**config.mk**
```make
export PLATFORM = sky130hd
export DESIGN_NAME = sfr_map_core_regs
export DESIGN_NICKNAME = d
export VERILOG_FILES = /design/src/sfr_core_pkg.sv /design/src/sfr_map_core_regs.sv /design/src/sfr_bit_merge.sv /design/src/sfr_parity.sv
export SDC_FILE = /design/constraint.sdc
export NUM_CORES = 1
export LEC_CHECK = 0
export BUFFER_PORTS_ARGS = -buffer_cell sky130_fd_sc_hd__buf_2
export CAP_MARGIN = 20
export CORE_UTILIZATION = 41
export DETAILED_ROUTE_END_ITERATION = 8
export GPL_TIMING_DRIVEN = 0
export SLEW_MARGIN = 20
export SYNTH_ARGS = -nofsm -noshare
export SYNTH_HDL_FRONTEND = slang
export SYNTH_SLANG_ARGS = --single-unit
export TNS_END_PERCENT = 30
```
**constraint.sdc**
```tcl
create_clock -name clock -period 5.9 [get_ports clock]
set_input_delay 1.77 -clock clock [delete_from_list [all_inputs] [get_ports clock]]
set_output_delay 1.77 -clock clock [all_outputs]
set_load 0.01 [all_outputs]
```
**src/sfr_core_pkg.sv**
```systemverilog
// Purpose: constants for the core special function register bank
// Assumes: 8-bit register space at 0x80..0xFF, one clock
// Notes: offsets are byte addresses inside the register space
`default_nettype none
package sfr_core_pkg;
   timeunit 1ns;
   timeprecision 1ps;
   // register offsets
   localparam logic [7:0] ADDR_PORT0 = 8'h80;
   localparam logic [7:0] ADDR_SP = 8'h81;
   localparam logic [7:0] ADDR_DP0L = 8'h82;
   localparam logic [7:0] ADDR_DP0H = 8'h83;
   localparam logic [7:0] ADDR_DP1L = 8'h84;
   localparam logic [7:0] ADDR_DP1H = 8'h85;
   localparam logic [7:0] ADDR_PWRCTL = 8'h87;
   localparam logic [7:0] ADDR_TCTL = 8'h88;
   localparam logic [7:0] ADDR_TMODE = 8'h89;
   localparam logic [7:0] ADDR_T0L = 8'h8A;
   localparam logic [7:0] ADDR_T1L = 8'h8B;
   localparam logic [7:0] ADDR_T0H = 8'h8C;
   localparam logic [7:0] ADDR_T1H = 8'h8D;
   localparam logic [7:0] ADDR_STRETCH = 8'h8E;
   localparam logic [7:0] ADDR_PSEL = 8'h92;
   localparam logic [7:0] ADDR_SER0CTL = 8'h98;
   localparam logic [7:0] ADDR_SER0BUF = 8'h99;
   localparam logic [7:0] ADDR_IRQ_ENABLE_2 = 8'h9A;
   localparam logic [7:0] ADDR_SER1CTL = 8'h9B;
   localparam logic [7:0] ADDR_SER1BUF = 8'h9C;
   localparam logic [7:0] ADDR_SER1RLL = 8'h9D;
   localparam logic [7:0] ADDR_IRQ_ENABLE_0 = 8'hA8;
   localparam logic [7:0] ADDR_IPRI0 = 8'hA9;
   localparam logic [7:0] ADDR_SER0RLL = 8'hAA;
   localparam logic [7:0] ADDR_IRQ_ENABLE_1 = 8'hB8;
   localparam logic [7:0] ADDR_IPRI1 = 8'hB9;
   localparam logic [7:0] ADDR_SER0RLH = 8'hBA;
   localparam logic [7:0] ADDR_SER1RLH = 8'hBB;
   localparam logic [7:0] ADDR_PAGEHI = 8'hBF;
   localparam logic [7:0] ADDR_IRQREQ = 8'hC0;
   localparam logic [7:0] ADDR_XPOL = 8'hC8;
   localparam logic [7:0] ADDR_STATUS = 8'hD0;
   localparam logic [7:0] ADDR_BAUD = 8'hD8;
   localparam logic [7:0] ADDR_ACCUM = 8'hE0;
   localparam logic [7:0] ADDR_AUXREG = 8'hF0;
   localparam int NUM_REGS = 35;
   // reset values
   localparam logic [7:0] RST_ZERO = 8'h00;
   localparam logic [7:0] RST_PORT0 = 8'hFF;
   localparam logic [7:0] RST_SP = 8'h07;
   localparam logic [7:0] RST_STRETCH = 8'h01;
   localparam logic [7:0] RST_SER0RLL = 8'hD9;
   localparam logic [7:0] RST_RLH = 8'h03;
   // value returned for unmapped locations
   localparam logic [7:0] UNMAPPED_DATA = 8'h00;
   // bit addressable rows have the low three address bits clear
   localparam logic [2:0] BITROW_LOW = 3'h0;
   // status word fields
   localparam int PSW_CARRY = 7;
   localparam int PSW_HALF = 6;
   localparam int PSW_USER0 = 5;
   localparam int PSW_BANKHI = 4;
   localparam int PSW_BANKLO = 3;
   localparam int PSW_WRAP = 2;
   localparam int PSW_USER1 = 1;
   localparam int PSW_PARITY = 0;
   localparam logic [7:0] PSW_HW_MASK = 8'hC4;
   localparam int BAUD_BIT = 7;
   localparam logic [7:0] BAUD_MASK = 8'h80;
   localparam int PSEL_BIT = 0;
endpackage : sfr_core_pkg
`default_nettype wire

```
**src/sfr_map_core_regs.sv**
```systemverilog
// Purpose: generic core special function register bank
// Assumes: core drives one byte or bit access per cycle on the internal path
// Notes: read data is registered, one cycle after the strobe
`default_nettype none
module sfr_map_core_regs
   import sfr_core_pkg::*;
(
   // clock and reset
   input wire logic clock,
   input wire logic reset,
   // register access path
   input wire logic [7:0] sfrAddr,
   input wire logic sfrWrite,
   input wire logic sfrRead,
   input wire logic [7:0] sfrWriteData,
   input wire logic bitAccess,
   input wire logic [2:0] bitIndex,
   input wire logic bitValue,
   output logic [7:0] sfrReadData,
   output logic sfrHit,
   // core execution side effects
   input wire logic stackPush,
   input wire logic stackPop,
   input wire logic accLoad,
   input wire logic [7:0] accLoadData,
   input wire logic flagLoad,
   input wire logic carryIn,
   input wire logic halfCarryIn,
   input wire logic signedWrapIn,
   input wire logic mulDivLoad,
   input wire logic [7:0] mulDivResult,
   // decoded views for the core
   output logic [7:0] stackPointer,
   output logic [7:0] stackWriteAddr,
   output logic [15:0] activeDataPointer,
   output logic [7:0] pagedXdataHigh,
   output logic [7:0] bankBase,
   output logic [7:0] accumulator,
   output logic [7:0] multiplyDivideAux,
   output logic [7:0] programStatusWord,
   output logic [1:0] extIrqPolarity,
   output logic baudRateSel,
   output logic [7:0] port0Latch,
   output logic [2:0] memoryStretch
);
   timeunit 1ns;
   timeprecision 1ps;
   // address and reset tables, one entry per implemented register
   localparam logic [7:0] ADDR_TAB [NUM_REGS] = '{
      ADDR_PORT0, ADDR_SP, ADDR_DP0L, ADDR_DP0H, ADDR_DP1L, ADDR_DP1H, ADDR_PWRCTL,
      ADDR_TCTL, ADDR_TMODE, ADDR_T0L, ADDR_T1L, ADDR_T0H, ADDR_T1H, ADDR_STRETCH,
      ADDR_PSEL, ADDR_SER0CTL, ADDR_SER0BUF, ADDR_IRQ_ENABLE_2, ADDR_SER1CTL, ADDR_SER1BUF,
      ADDR_SER1RLL, ADDR_IRQ_ENABLE_0, ADDR_IPRI0, ADDR_SER0RLL, ADDR_IRQ_ENABLE_1, ADDR_IPRI1,
      ADDR_SER0RLH, ADDR_SER1RLH, ADDR_PAGEHI, ADDR_IRQREQ, ADDR_XPOL, ADDR_STATUS,
      ADDR_BAUD, ADDR_ACCUM, ADDR_AUXREG};
   localparam logic [7:0] RST_TAB [NUM_REGS] = '{
      RST_PORT0, RST_SP, RST_ZERO, RST_ZERO, RST_ZERO, RST_ZERO, RST_ZERO,
      RST_ZERO, RST_ZERO, RST_ZERO, RST_ZERO, RST_ZERO, RST_ZERO, RST_STRETCH,
      RST_ZERO, RST_ZERO, RST_ZERO, RST_ZERO, RST_ZERO, RST_ZERO,
      RST_ZERO, RST_ZERO, RST_ZERO, RST_SER0RLL, RST_ZERO, RST_ZERO,
      RST_RLH, RST_RLH, RST_ZERO, RST_ZERO, RST_ZERO, RST_ZERO,
      RST_ZERO, RST_ZERO, RST_ZERO};
   // indices of registers the core itself touches
   localparam int IX_PORT0 = 0;
   localparam int IX_SP = 1;
   localparam int IX_DP0L = 2;
   localparam int IX_DP0H = 3;
   localparam int IX_DP1L = 4;
   localparam int IX_DP1H = 5;
   localparam int IX_STRETCH = 13;
   localparam int IX_PSEL = 14;
   localparam int IX_PAGEHI = 28;
   localparam int IX_XPOL = 30;
   localparam int IX_STATUS = 31;
   localparam int IX_BAUD = 32;
   localparam int IX_ACCUM = 33;
   localparam int IX_AUXREG = 34;

   logic [7:0] regFile_reg [NUM_REGS];
   logic [7:0] regFile_next [NUM_REGS];
   logic [7:0] readData_reg;
   logic [7:0] readData_next;
   logic hit_reg;

   // bit access legal only on rows whose low address bits are clear
   wire logic bitRow = (sfrAddr[2:0] == BITROW_LOW);
   wire logic bitWrite = bitAccess & bitRow;
   wire logic bitRefused = bitAccess & ~bitRow;

   // per register address match
   logic [NUM_REGS-1:0] match;
   genvar g;
   generate
      for (g = 0; g < NUM_REGS; g++) begin : gMatch
         assign match[g] = (sfrAddr == ADDR_TAB[g]);
      end
   endgenerate
   wire logic anyMatch = |match;

   // merged write value of the addressed register
   logic [7:0] selOld;
   logic [7:0] mergedData;
   always_comb begin
      selOld = UNMAPPED_DATA;
      for (int i = 0; i < NUM_REGS; i++) begin
         if (match[i]) begin
            selOld = regFile_reg[i];
         end
      end
   end
   sfr_bit_merge uMerge (
      .oldValue(selOld),
      .writeData(sfrWriteData),
      .bitAccess(bitWrite),
      .bitIndex(bitIndex),
      .bitValue(bitValue),
      .newValue(mergedData)
   );

   // accumulator after this cycle, used for parity
   wire logic accWrite = sfrWrite & ~bitRefused & match[IX_ACCUM];
   wire logic [7:0] accNext = accLoad ? accLoadData : (accWrite ? mergedData : regFile_reg[IX_ACCUM]);
   logic parityOdd;
   sfr_parity uParity (
      .value(accNext),
      .odd(parityOdd)
   );

   // next value of every register; software write first, core updates win
   always_comb begin
      for (int i = 0; i < NUM_REGS; i++) begin
         regFile_next[i] = regFile_reg[i];
         if (sfrWrite && !bitRefused && match[i]) begin
            regFile_next[i] = mergedData;
         end
      end
      // only the top bit of baud control exists
      regFile_next[IX_BAUD] = regFile_next[IX_BAUD] & BAUD_MASK;
      // pre-increment on push, post-decrement on pop
      if (stackPush && !stackPop) begin
         regFile_next[IX_SP] = regFile_reg[IX_SP] + 8'h01;
      end else if (stackPop && !stackPush) begin
         regFile_next[IX_SP] = regFile_reg[IX_SP] - 8'h01;
      end
      if (accLoad) begin
         regFile_next[IX_ACCUM] = accLoadData;
      end
      if (mulDivLoad) begin
         regFile_next[IX_AUXREG] = mulDivResult;
      end
      // arithmetic flags from the core override software
      if (flagLoad) begin
         regFile_next[IX_STATUS][PSW_CARRY] = carryIn;
         regFile_next[IX_STATUS][PSW_HALF] = halfCarryIn;
         regFile_next[IX_STATUS][PSW_WRAP] = signedWrapIn;
      end
      // parity is never software writable; it tracks the accumulator
      regFile_next[IX_STATUS][PSW_PARITY] = parityOdd;
   end

   // read mux; unmapped reads give a fixed filler value
   always_comb begin
      readData_next = readData_reg;
      if (sfrRead) begin
         readData_next = anyMatch ? selOld : UNMAPPED_DATA;
      end
   end

   // register storage
   always_ff @(posedge clock) begin
      if (reset) begin
         for (int i = 0; i < NUM_REGS; i++) begin
            regFile_reg[i] <= RST_TAB[i];
         end
         readData_reg <= RST_ZERO;
         hit_reg <= 1'b0;
      end else begin
         regFile_reg <= regFile_next;
         readData_reg <= readData_next;
         hit_reg <= (sfrRead | sfrWrite) & anyMatch & ~bitRefused;
      end
   end

   // registered views; each output is a flip-flop
   logic [7:0] spOut_reg;
   logic [7:0] stackAddr_reg;
   logic [15:0] dptr_reg;
   logic [7:0] bank_reg;
   always_ff @(posedge clock) begin
      if (reset) begin
         spOut_reg <= RST_SP;
         stackAddr_reg <= RST_SP + 8'h01;
         dptr_reg <= 16'h0000;
         bank_reg <= 8'h00;
      end else begin
         spOut_reg <= regFile_next[IX_SP];
         stackAddr_reg <= regFile_next[IX_SP] + 8'h01;
         // selection never disturbs pointer contents
         dptr_reg <= regFile_next[IX_PSEL][PSEL_BIT] ?
            {regFile_next[IX_DP1H], regFile_next[IX_DP1L]} :
            {regFile_next[IX_DP0H], regFile_next[IX_DP0L]};
         // bank base is bank times eight
         bank_reg <= {3'h0, regFile_next[IX_STATUS][PSW_BANKHI],
            regFile_next[IX_STATUS][PSW_BANKLO], 3'h0};
      end
   end

   // outputs
   assign sfrReadData = readData_reg;
   assign sfrHit = hit_reg;
   assign stackPointer = spOut_reg;
   assign stackWriteAddr = stackAddr_reg;
   assign activeDataPointer = dptr_reg;
   assign bankBase = bank_reg;
   assign pagedXdataHigh = regFile_reg[IX_PAGEHI];
   assign accumulator = regFile_reg[IX_ACCUM];
   assign multiplyDivideAux = regFile_reg[IX_AUXREG];
   // user flags bits five and one are stored only, no hardware use
   assign programStatusWord = regFile_reg[IX_STATUS];
   assign extIrqPolarity = regFile_reg[IX_XPOL][1:0];
   assign baudRateSel = regFile_reg[IX_BAUD][BAUD_BIT];
   assign port0Latch = regFile_reg[IX_PORT0];
   assign memoryStretch = regFile_reg[IX_STRETCH][2:0];
endmodule : sfr_map_core_regs
`default_nettype wire

```
**src/sfr_bit_merge.sv**
```systemverilog
// Purpose: merge a byte or single bit write into a register value
// Assumes: bit index valid only for bit accesses
// Notes: purely combinational
`default_nettype none
module sfr_bit_merge
   import sfr_core_pkg::*;
(
   // current value and request
   input wire logic [7:0] oldValue,
   input wire logic [7:0] writeData,
   input wire logic bitAccess,
   input wire logic [2:0] bitIndex,
   input wire logic bitValue,
   // merged result
   output logic [7:0] newValue
);
   timeunit 1ns;
   timeprecision 1ps;
   // one lane per bit; only the addressed bit changes on a bit write
   genvar g;
   generate
      for (g = 0; g < 8; g++) begin : gLane
         wire logic hit = (bitIndex == 3'(g));
         assign newValue[g] = bitAccess ? (hit ? bitValue : oldValue[g]) : writeData[g];
      end
   endgenerate
endmodule : sfr_bit_merge
`default_nettype wire

```
**src/sfr_parity.sv**
```systemverilog
// Purpose: even/odd parity of the accumulator
// Assumes: combinational, feeds the status word parity bit
// Notes: high when the count of ones is odd
`default_nettype none
module sfr_parity (
   // operand
   input wire logic [7:0] value,
   // result
   output logic odd
);
   timeunit 1ns;
   timeprecision 1ps;
   assign odd = ^value;
endmodule : sfr_parity
`default_nettype wire

```
==> results.txt, run 1 <==
status -> complete, but fails checks
violated checks -> setup timing
port bufs -> 133
Post-synth top flop -> dfxtp_1
Cell Pwr Density -> 275 nW/um^2
min-delay src -> regFile_reg[82]$_SDFFE_PP0P_
H-tree levels -> 2
Worst R2R Start -> stackPointer[0]$_SDFF_PP1_
Period minus WS final -> 6030 ps
register area -> 6130 sq um
Die Width -> 200 um
Iter 0 DRT Violations -> 2337
top-area cell type share of the netlist area -> 38.0%
Root Buffer -> clkbuf_16
max reg flops -> 219
Fill cells -> 3964
CP startpoint kind -> primary input
CP most frequent cell -> o21ai_0
Gate Count Post-Synth -> 2129
Setup CP Type -> in2reg
via count -> 17800
share of cells above drive strength 1 -> 16.7%
CP required -> 6370 ps
Routed WL -> 85900 um
Inst Count DP -> 2787
DR WL/cell -> 30.1 um
hold buffers post-CTS -> 0
synthesized flop and latch total -> 306
setup violators final -> 20
drt drc -> 0
register area share after synthesis -> 38.0%
crit path cell chain -> clkbuf_1, clkbuf_2, buf_2, or3_1, clkbuf_1, o21ai_0, o211ai_1, a221oi_1, o21ai_0, a21oi_1, o21ai_1, o41ai_4, buf_6, o21ai_0, a21oi_1
endpoint type of the worst setup path -> flip-flop
Layout area overhead -> 18.2%
Max Fclk -> 166 MHz
Worst Tran Pin Value -> 1230 ps
R2R setup slack -> 1850 ps
pre-CTS setup slack -> -2410 ps
largest area contributor in the synthesized netlist -> dfxtp_1
Initial DRT Pass Iterations -> 7
Initial Utilization -> 41.7%
die height -> 200 um
Async S/R FF share, synth -> 0%
total global routing track utilization -> 41.9%
Post-synth EDFFs -> 0
Fin. Hold Viols -> 0
Clk Latency, worst-skew pair -> 570 ps
Placer Congestion -> 0.991
fin. max-slew vios -> 0
reg2reg end -> regFile_reg[224]$_SDFFE_PP0P_
Row Count -> 72
largest net degree at the start of global routing -> 14
syn_area_per_cell -> 7.58 sq um
R2R depth -> 11
crit share post-route -> 102%
crit path DAT -> 6490 ps
Slowest cell on crit path -> a221oi_1
RSZ-0062 raised after global routing -> true
post-detail-place hpwl -> 63000 um
final cell count without fillers -> 2856
Post-Syn Area -> 16100 sq um
aggregate global routing overflow -> 0
Worst-path clk slew -> 60 ps
most frequent cell after synthesis -> nor2_1
fin worst setup slack -> -127 ps
CP Max Fanout -> 10
Slew HR -> 18.1%
Min-Delay Endpoint -> regFile_reg[82]$_SDFFE_PP0P_
multi-input logic area -> 8980 sq um
VDD IR max -> 0.000217 V
CTS Buf Count -> 36
Synth Warn # -> 0
Hold Crit Depth -> 2
Yosys cell types -> 87
CTS tree -> yes
IO Pins -> 144
Synth top cells by count -> nor2_1, dfxtp_1, nand2_1, a21oi_1, clkbuf_1
global-route wire length before repair -> 121000 um
initial antenna violation count -> 2
max cap viols -> 0
nets -> 2365
Vias/cell -> 6.24
antenna viol nets, final -> 0
vias in the first global route -> 16500
Placeable Area -> 38700 sq um
Clock Skew -> 17.8 ps
Hold Path Class -> reg2reg
clock buffer depth -> 3
number of diodes -> 0
CP max stage delay -> 620 ps
Clock Sinks -> 306
die area -> 40200 sq um
P_leak -> 7.01 nW
Synth area leaders -> dfxtp_1, nor2_1, nand2_1, a21oi_1, a211oi_1
## placed cells by master (no fill, tap or decap), drive strengths merged, types with 7 or more instances in the layout
cell type / count
a31oi: 20
a221oi: 10
o22ai: 26
a211oi: 93
nor3: 105
a211o: 12
mux2: 8
a2bb2oi: 10
and2: 10
o22a: 8
nor2b: 24
clkinv: 7
bufinv: 7
dfxtp: 306
a21o: 8
o211ai: 15
o21ai: 111
o221ai: 9
nor3b: 9
clkbuf: 164
nand3: 37
a21oi: 149
mux2i: 69
nand2: 201
buf: 247
nand2b: 29
nand4: 9
a22oi: 10
or3: 14
inv: 26
and3: 9
nor2: 439
## worst max-delay path, delay by kind of cell
family	cells	cell delay, ps
buffers and inverters	5	1250
and+or+nand+nor	1	390
AOI/OAI and AO/OA	9	3070
## power by group
group          internal [mW]  total [mW]  switching, mW
combinational          0.188       0.675          0.487
clock                   1.47        2.45          0.977
sequential              2.09        2.11         0.0248
total                   3.75        5.24           1.49
## layer usage
layer	routed length, um	part of all wire, %	global-route usage [%]	vias up
li1	-	-	-	7826
met1	35900	42	57.1	8607
met2	35700	41	61.4	1126
met3	9250	11	9.60	266
met4	5120	6.0	21.8	2
met5	8	0.0093	0	-
## kinds of logic after synthesis
group | count (synthesis) | share of synthesized area [%]
buf+inv | 250 | 7.52
xor+xnor | 11 | 0.682
compound gates | 549 | 22.3
mux | 81 | 5.40
flops | 306 | 38.0
other cells | 1 | 0.0232
fa+ha+maj | 3 | 0.233
simple gates | 928 | 25.9
## worst max path at each step
| stage | start | end | slack, ps |
|---|---|---|---|
| after CTS | sfrAddr[0] | activeDataPointer[10]$_SDFF_PP0_ | 10 |
| final | sfrAddr[2] | programStatusWord[6]$_SDFFE_PP0P_ | -130 |
| after detailed placement | sfrAddr[0] | regFile_reg[116]$_SDFFE_PP0P_ | -2410 |
| after floorplan | sfrAddr[5] | programStatusWord[0]$_SDFF_PP0_ | 960 |
| after global placement | sfrAddr[1] | programStatusWord[6]$_SDFFE_PP0P_ | -2930 |
| after global routing | sfrAddr[1] | activeDataPointer[10]$_SDFF_PP0_ | -90 |
## through the flow
stage / TNS [ps] / hold WS (ps) / utilization, % / area (sq um) / power [mW]
final: -811 / 448 / 49.3 / 19100 / 5.24
after detailed placement: -403360 / 441 / 45.2 / 17500 / 2.78
after global routing: -198 / 472 / 49.3 / 19100 / 5.34
after floorplan: 0 / 427 / - / 16200 / 2.48
after CTS: 0 / 450 / 48.9 / 18900 / 5.20
after global placement: -419220 / 435 / 45.1 / 17500 / 2.78
## repair_timing
action	in CTS	in global routing
pin swaps	3	2
buffers inserted	2	6
setup endpoints to repair	249	183
gates resized for setup	79	31
## area by class of cell
| type | instances | share of cell area [%] |
|---|---|---|
| Buffer | 223 | 6.51 |
| Tap cell | 518 | 3.40 |
| Inverter | 24 | 0.472 |
| Clock inverter | 19 | 1.51 |
| Clock buffer | 44 | 5.04 |
| Multi-Input combinational cell | 1578 | 47.0 |
| Timing Repair Buffer | 144 | 3.91 |
| Sequential cell | 306 | 32.1 |
Power figures use the tool's default switching activity.
==> run 2, diff against run 1 <==
Settings changed: CORE_UTILIZATION 41 to 50, CTS_CLUSTER_SIZE set to 14, PLACE_DENSITY set to 0.69.
==> results.txt, run 2 (same netlist as run 1, synthesis figures left out) <==
Worst R2R Start -> stackPointer[1]$_SDFF_PP1_
final non-filler cell area -> 18900 sq um (-1.1%)
share of cells above drive strength 1 -> 16.6% (-0.086 points)
vias in the first global route -> 16400 (-0.15%)
total global routing track utilization -> 47.9% (+6.0 points)
clock buffer depth -> 3 (unchanged)
Fin. Hold Viols -> 0 (unchanged)
CTS tree -> yes
DR WL/cell -> 29.6 um (-1.5%)
endpoint type of the worst setup path -> flip-flop
Max Used Layer -> met5
Max Fclk -> 165 MHz (-0.41%)
aggregate global routing overflow -> 0 (unchanged)
R2R depth -> 10 (-1)
fin. max-slew vios -> 0 (unchanged)
min-delay src -> regFile_reg[119]$_SDFFE_PP0P_
largest net degree at the start of global routing -> 15 (+1)
Layout area overhead -> 16.9%
register area -> 6130 sq um (unchanged)
R2R setup slack -> 1820 ps (-30 ps)
fin worst setup slack -> -152 ps (-24.5 ps)
Initial Utilization -> 51.0% (+9.4 points)
share of power burned in registers -> 41.4% (+1.0 points)
Hold Path Class -> reg2reg
port bufs -> 133 (unchanged)
switching share of power -> 28.6% (+0.23 points)
VDD IR max -> 0.000278 V (+28%)
P_leak -> 6.99 nW (-0.38%)
Root Buffer -> clkbuf_16
Placement Cell Area -> 17400 sq um (-0.81%)
hold buffers post-CTS -> 0 (unchanged)
Routed WL -> 81200 um (-5.5%)
post-detail-place hpwl -> 58600 um (-7.0%)
global-route wire length before repair -> 114000 um (-6.1%)
H-tree levels -> 2 (unchanged)
most common cell after layout, fill and taps aside -> nor2_1
Period minus WS final -> 6050 ps (+24.5 ps)
die area -> 33000 sq um (-18%)
Bufs and invs on worst path -> 9 (+4)
drt drc -> 0 (unchanged)
Net Sw Power -> 1.46 mW (-1.7%)
met2 WL -> 32500 um (-8.7%)
Slew HR -> 23.3% (+5.2 points)
violated checks -> setup timing
Clock Sinks -> 306 (unchanged)
max reg flops -> 219 (unchanged)
CP startpoint kind -> primary input
max cap viols -> 0 (unchanged)
die height -> 182 um (-9.4%)
Worst-path clk slew -> 60 ps (about the same)
Die Width -> 182 um (-9.4%)
initial antenna violation count -> 6 (+4)
CP top delay family -> buffers and inverters
stages on the worst setup path -> 17 (+2)
Placeable Area -> 31600 sq um (-18%)
CP max stage delay -> 530 ps (-90 ps)
CP required -> 6350 ps (-20 ps)
wl on met1 -> 30600 um (-15%)
IO Pins -> 144 (unchanged)
crit share post-route -> 103% (+0.42 points)
CP most frequent cell -> buf_4
Fill cells -> 3025 (-24%)
Initial DRT Pass Iterations -> 7 (unchanged)
Clock Skew -> 29.6 ps (+11.8 ps)
cell internal pwr -> 3.65 mW (-2.8%)
setup violators final -> 67 (+240%)
Placer Congestion -> 1.06 (+7.1%)
pre-CTS setup slack -> -2280 ps (+139 ps)
CP Max Fanout -> 10 (unchanged)
status -> complete, but fails checks
reg2reg end -> activeDataPointer[1]$_SDFF_PP0_
crit path DAT -> 6500 ps (about the same)
nets -> 2364 (-0.042%)
met3 WL post-DR -> 11800 um (+27%)
Min-Delay Endpoint -> regFile_reg[119]$_SDFFE_PP0P_
CTS Buf Count -> 35 (-2.8%)
Slowest cell on crit path -> buf_2
Setup CP Type -> in2reg
via count -> 18400 (+3.2%)
multi-input logic area -> 8970 sq um (about the same)
Vias/cell -> 6.71 (+7.6%)
Clk Latency, worst-skew pair -> 540 ps (-30 ps)
commonest non-fill, non-tap cells in the layout -> nor2_1, dfxtp_1, nand2_1
Clock Power Share -> 45.5% (-1.3 points)
combinational power share -> 13.1% (+0.2 points)
antenna viol nets, final -> 0 (unchanged)
crit path cell chain -> buf_2, buf_2, buf_4, buf_4, buf_4, buf_4, clkbuf_2, nor2_1, o21ai_0, a32oi_1, o21ai_0, o21ai_0, nand3_1, buf_2, buf_4, nor2_1, nor3_1
Iter 0 DRT Violations -> 2824 (+21%)
Worst Tran Pin Value -> 1150 ps (-78.3 ps)
Row Count -> 65 (-9.7%)
Cell Pwr Density -> 271 nW/um^2 (-1.4%)
Hold Crit Depth -> 2 (unchanged)
==> run 2: cell types whose count changed in the layout (fill, tap and decap cells not counted), moves of 2 or more <==
cell and change:
clkbuf_8 +4, buf_2 +3, bufinv_16 -3, buf_1 -2, buf_4 -2, buf_6 -2, clkbuf_1 +2, clkbuf_2 +2
clkbuf_4 -2
==> run 2: power by group through the flow <==
stage / registers [mW] / logic [mW] / clock network [mW]
detailed placement: 2.16 / 0.606 / 0
finish: 2.12 / 0.670 / 2.32
CTS: 2.11 / 0.619 / 2.30
global placement: 2.16 / 0.599 / 0
floorplan: 2.15 / 0.329 / 0
global route: 2.12 / 0.672 / 2.40
==> run 2: final cells by class <==
class	instances	area share (%)
Sequential cell	306	32.5
Antenna cell	1	0.0133
Timing Repair Buffer	142	3.91
Buffer	225	6.51
Clock inverter	17	1.16
Tap cell	402	2.67
Clock buffer	46	5.24
Inverter	24	0.478
Multi-Input combinational cell	1578	47.6
==> run 2: timing repair <==
action | in CTS | in global routing
resized for setup | 69 | 30
setup endpoints to repair | 246 | 179
buffers inserted | 1 | 6
pin swaps | 3 | 3
==> run 2: through the flow <==
stage / utilization [%] / setup TNS (ps) / cells / hold slack, ps / total power [mW]
floorplan: - / 0 / 2134 / 427 / 2.48
global placement: 54.8 / -374670 / 2669 / 438 / 2.76
detailed placement: 54.9 / -354760 / 2671 / 443 / 2.77
CTS: 59.1 / 0 / 2735 / 451 / 5.04
global route: 59.6 / -35.1 / 2741 / 473 / 5.18
finish: 59.6 / -3160 / 2741 / 454 / 5.11
==> run 2: worst max path at each step <==
stage,start,endpoint,slack (ps)
finish,sfrAddr[1],regFile_reg[35]$_SDFFE_PP0P_,-150
global route,sfrAddr[1],regFile_reg[35]$_SDFFE_PP0P_,-10
floorplan,sfrAddr[5],programStatusWord[0]$_SDFF_PP0_,960
CTS,sfrAddr[7],regFile_reg[152]$_SDFFE_PP0P_,30
detailed placement,sfrAddr[0],regFile_reg[218]$_SDFFE_PP0P_,-2280
global placement,sfrAddr[1],programStatusWord[6]$_SDFFE_PP0P_,-2330
==> run 2: worst reg2reg max path: stages (launching register included) <==
cell and delay [ps]:
dfxtp_1 600, mux4_2 350, a2bb2oi_1 80, nor4_2 540, a211oi_1 160, o221a_1 410
or4_4 570, a31oi_4 440, clkbuf_4 440, mux2i_1 170, a21oi_1 260
==> run 2: per-layer routing <==
layer,track usage [%],vias to the layer above
li1,-,7824
met3,14.5,361
met1,62.4,8656
met2,68.2,1557
met4,30.6,6
met5,2.07,-
==> run 3, diff against run 2 <==
Settings changed: ABC_AREA set to 1, GPL_TIMING_DRIVEN 0 to 1.
==> results.txt, run 3 <==
largest family of logic cells by synthesized area -> simple AND/OR/NAND/NOR gates
R2R setup slack -> 2210 ps (+390 ps)
reg2reg end -> programStatusWord[0]$_SDFF_PP0_
P_leak -> 8.22 nW (+18%)
CP required -> 6310 ps (-40 ps)
CP Max Fanout -> 32 (+22)
CTS tree -> yes
share of cells above drive strength 1 -> 16.8% (+0.12 points)
Row Count -> 63 (-3.1%)
Hold Slack -> 471 ps (+17.1 ps)
Worst Tran Pin Value -> 1010 ps (-136 ps)
Worst-path clk slew -> 60 ps (about the same)
largest net degree at the start of global routing -> 94 (+79)
Slew HR -> 32.1% (+8.8 points)
Cell Pwr Density -> 280 nW/um^2 (+3.4%)
CP startpoint kind -> primary input
fin. max-slew vios -> 0 (unchanged)
die height -> 177 um (-2.5%)
RSZ-0062 raised after global routing -> false
Setup TNS -> 0 ps (+3160 ps)
Max Fclk -> 195 MHz (+18%)
Layout area overhead -> 12.7%
clock buffer depth -> 3 (unchanged)
Post-synth top flop -> dfxtp_1
Max Used Layer -> met4
Period minus WS final -> 5140 ps (-916 ps)
initial antenna violation count -> 1 (-5)
syn_area_per_cell -> 6.94 sq um (-8.5%)
Post-Syn Area -> 15300 sq um (-4.9%)
H-tree levels -> 2 (unchanged)
die area -> 31400 sq um (-4.9%)
Routed WL -> 50800 um (-37%)
via count -> 15100 (-18%)
DR WL/cell -> 18.8 um (-36%)
crit path DAT -> 5550 ps (-950 ps)
status -> completed
wl on met1 -> 22400 um (-27%)
Synth Warn # -> 0 (unchanged)
Iter 0 DRT Violations -> 1621 (-43%)
commonest non-fill, non-tap cells in the layout -> nand2_1, dfxtp_1, inv_1
Synth area leaders -> dfxtp_1, nand2_1, a21oi_1, inv_1, o21ai_0
synthesized flop and latch total -> 306 (unchanged)
Die Width -> 177 um (-2.5%)
antenna viol nets, final -> 0 (unchanged)
most common cell after layout, fill and taps aside -> nand2_1
Clk Latency, worst-skew pair -> 530 ps (about the same)
Clock Skew -> 17.4 ps (-12.2 ps)
crit path to -> activeDataPointer[1]$_SDFF_PP0_
Placement Cell Area -> 16000 sq um (-7.8%)
crit share post-route -> 87.0% (-16 points)
Initial Utilization -> 51.2% (+0.22 points)
CTS Buf Count -> 36 (+2.9%)
nets -> 2334 (-1.3%)
met3 WL post-DR -> 3580 um (-70%)
multiplexer share of the synthesized area -> 0.204% (-5.2 points)
multi-input logic area -> 7120 sq um (-21%)
IO Pins -> 144 (unchanged)
Gate Count Post-Synth -> 2213 (+3.9%)
Placer Congestion -> 0.949 (-11%)
Post-synth EDFFs -> 0 (unchanged)
Synth top cells by count -> nand2_1, dfxtp_1, inv_1, a21oi_1, o21ai_0
aggregate global routing overflow -> 0 (unchanged)
Root Buffer -> clkbuf_16
Inst Count DP -> 2633 (-1.4%)
endpoint type of the worst setup path -> flip-flop
post-detail-place hpwl -> 36400 um (-38%)
max reg flops -> 219 (unchanged)
Clock Sinks -> 306 (unchanged)
Compound-Gate Fraction of Synth Area -> 22.0% (-0.24 points)
drt drc -> 0 (unchanged)
max cap viols -> 0 (unchanged)
Yosys cell types -> 49 (-44%)
Async S/R FF share, synth -> 0% (unchanged)
register area -> 6130 sq um (unchanged)
top-area cell type share of the netlist area -> 39.9% (+2.0 points)
met2 WL -> 23000 um (-29%)
vias in the first global route -> 14100 (-14%)
largest area contributor in the synthesized netlist -> dfxtp_1
final non-filler cell area -> 17300 sq um (-8.3%)
Post-Synth XOR/XNOR Area -> 0% (-0.68 points)
setup bufs post-CTS -> 0 (-1)
Synth Area in Simple Gates -> 23.7% (-2.2 points)
Initial DRT Pass Iterations -> 6 (-1)
number of diodes -> 0 (-1)
Hold Path Class -> reg2reg
Post-Synth Adder-Cell Area -> 0.245% (+0.012 points)
Worst R2R Start -> stackPointer[5]$_SDFF_PP0_
Fill cells -> 2883 (-4.7%)
hold buffers post-CTS -> 0 (unchanged)
R2R depth -> 35 (+25)
CTS resizes -> 0 (-100%)
setup violators final -> 0 (-100%)
Fin. Hold Viols -> 0 (unchanged)
CP startpoint -> sfrAddr[4]
Placeable Area -> 30000 sq um (-5.3%)
final cell count without fillers -> 2699 (-1.5%)
total global routing track utilization -> 32.3% (-16 points)
port bufs -> 137 (+3.0%)
VDD IR max -> 0.000274 V (-1.2%)
Setup CP Type -> in2reg
most frequent cell after synthesis -> nand2_1
register area share after synthesis -> 39.9% (+2.0 points)
global-route wire length before repair -> 78200 um (-31%)
Vias/cell -> 5.59 (-17%)
-- run 3: changes by cell type after synthesis, moves of 67 or more --
cell      previous run  this run
a211oi_1            92         6
a21oi_1            149       235
inv_1               24       283
mux2i_1             69         2
nand2_1            201       446
nor2_1             437       162
nor3_1             103        17
o21ai_0            109       181
-- run 3: per-layer routing --
| metal | vias to the layer above | global-route usage, % |
|---|---|---|
| met5 | - | 0 |
| met4 | 0 | 13.0 |
| met3 | 111 | 4.51 |
| met2 | 598 | 51.6 |
| met1 | 7086 | 43.6 |
| li1 | 7296 | - |
-- run 3: critical path: stages --
cell and delay [ps]:
buf_2 130, nor2_2 290, nand3_2 210, inv_2 120, nand2_1 120, o22ai_1 150, o21ai_1 110, o21ai_1 140
nand3_1 130, nand2_1 110, nand3_1 110, a21boi_1 200, o21ai_1 100, nand2_1 90, nand2_1 70, nand2_1 90
nand2_1 70, nand2_1 80, nand2_1 60, nand2_1 70, nand2_1 70, nand3_1 70, nand2_1 110, nand2_2 100
buf_4 500, o21ai_0 230, o22ai_2 190, inv_2 40
-- run 3: final cells by class --
class / count / share of cell area [%]
Timing Repair Buffer: 182 / 6.00
Sequential cell: 306 / 35.4
Inverter: 333 / 7.24
Multi-Input combinational cell: 1423 / 41.1
Clock inverter: 9 / 0.694
Tap cell: 390 / 2.82
Clock buffer: 56 / 6.70
-- run 3: how the worst min path moves through the flow --
stage	startpoint	cells past startpoint	to	slack, ps
after floorplan	regFile_reg[92]$_SDFFE_PP1P_	2	regFile_reg[92]$_SDFFE_PP1P_	430
after global placement	regFile_reg[88]$_SDFFE_PP1P_	2	regFile_reg[88]$_SDFFE_PP1P_	450
after detailed placement	regFile_reg[64]$_SDFFE_PP1P_	2	regFile_reg[64]$_SDFFE_PP1P_	460
after CTS	regFile_reg[64]$_SDFFE_PP1P_	2	regFile_reg[64]$_SDFFE_PP1P_	470
after global routing	sfrReadData[1]$_SDFFE_PP0P_	2	sfrReadData[1]$_SDFFE_PP0P_	490
final	regFile_reg[64]$_SDFFE_PP1P_	2	regFile_reg[64]$_SDFFE_PP1P_	470
-- run 3: cell families (layout without fill, tap and decap cells) --
kind of cell             count (synthesis)  count (layout)
other                                    1               6
AO/OA/AOI/OAI                          585             585
flip-flops                             306             306
buffers and inverters                  489             580
AND/OR/NAND/NOR                        826             826
multiplexers                             3               3
adder cells (fa/ha/maj)                  3               3
-- run 3: where the power goes --
group          total (mW)  switching (mW)  leakage, nW  internal, mW
Sequential           2.11          0.0218         2.47          2.09
Clock                2.36           0.912        0.631          1.44
Combinational       0.380           0.278         5.11         0.101
Total                4.85            1.21         8.22          3.63
-- run 3: metrics by stage --
step           util (%)  power [mW]  setup WS (ps)
6_report           57.8        4.85            764
5_1_grt            57.8        4.98            503
4_1_cts            57.7        4.85            857
3_5_place_dp       53.5        2.53            336
3_3_place_gp       53.5        2.52            388
2_1_floorplan         -        2.39           1480
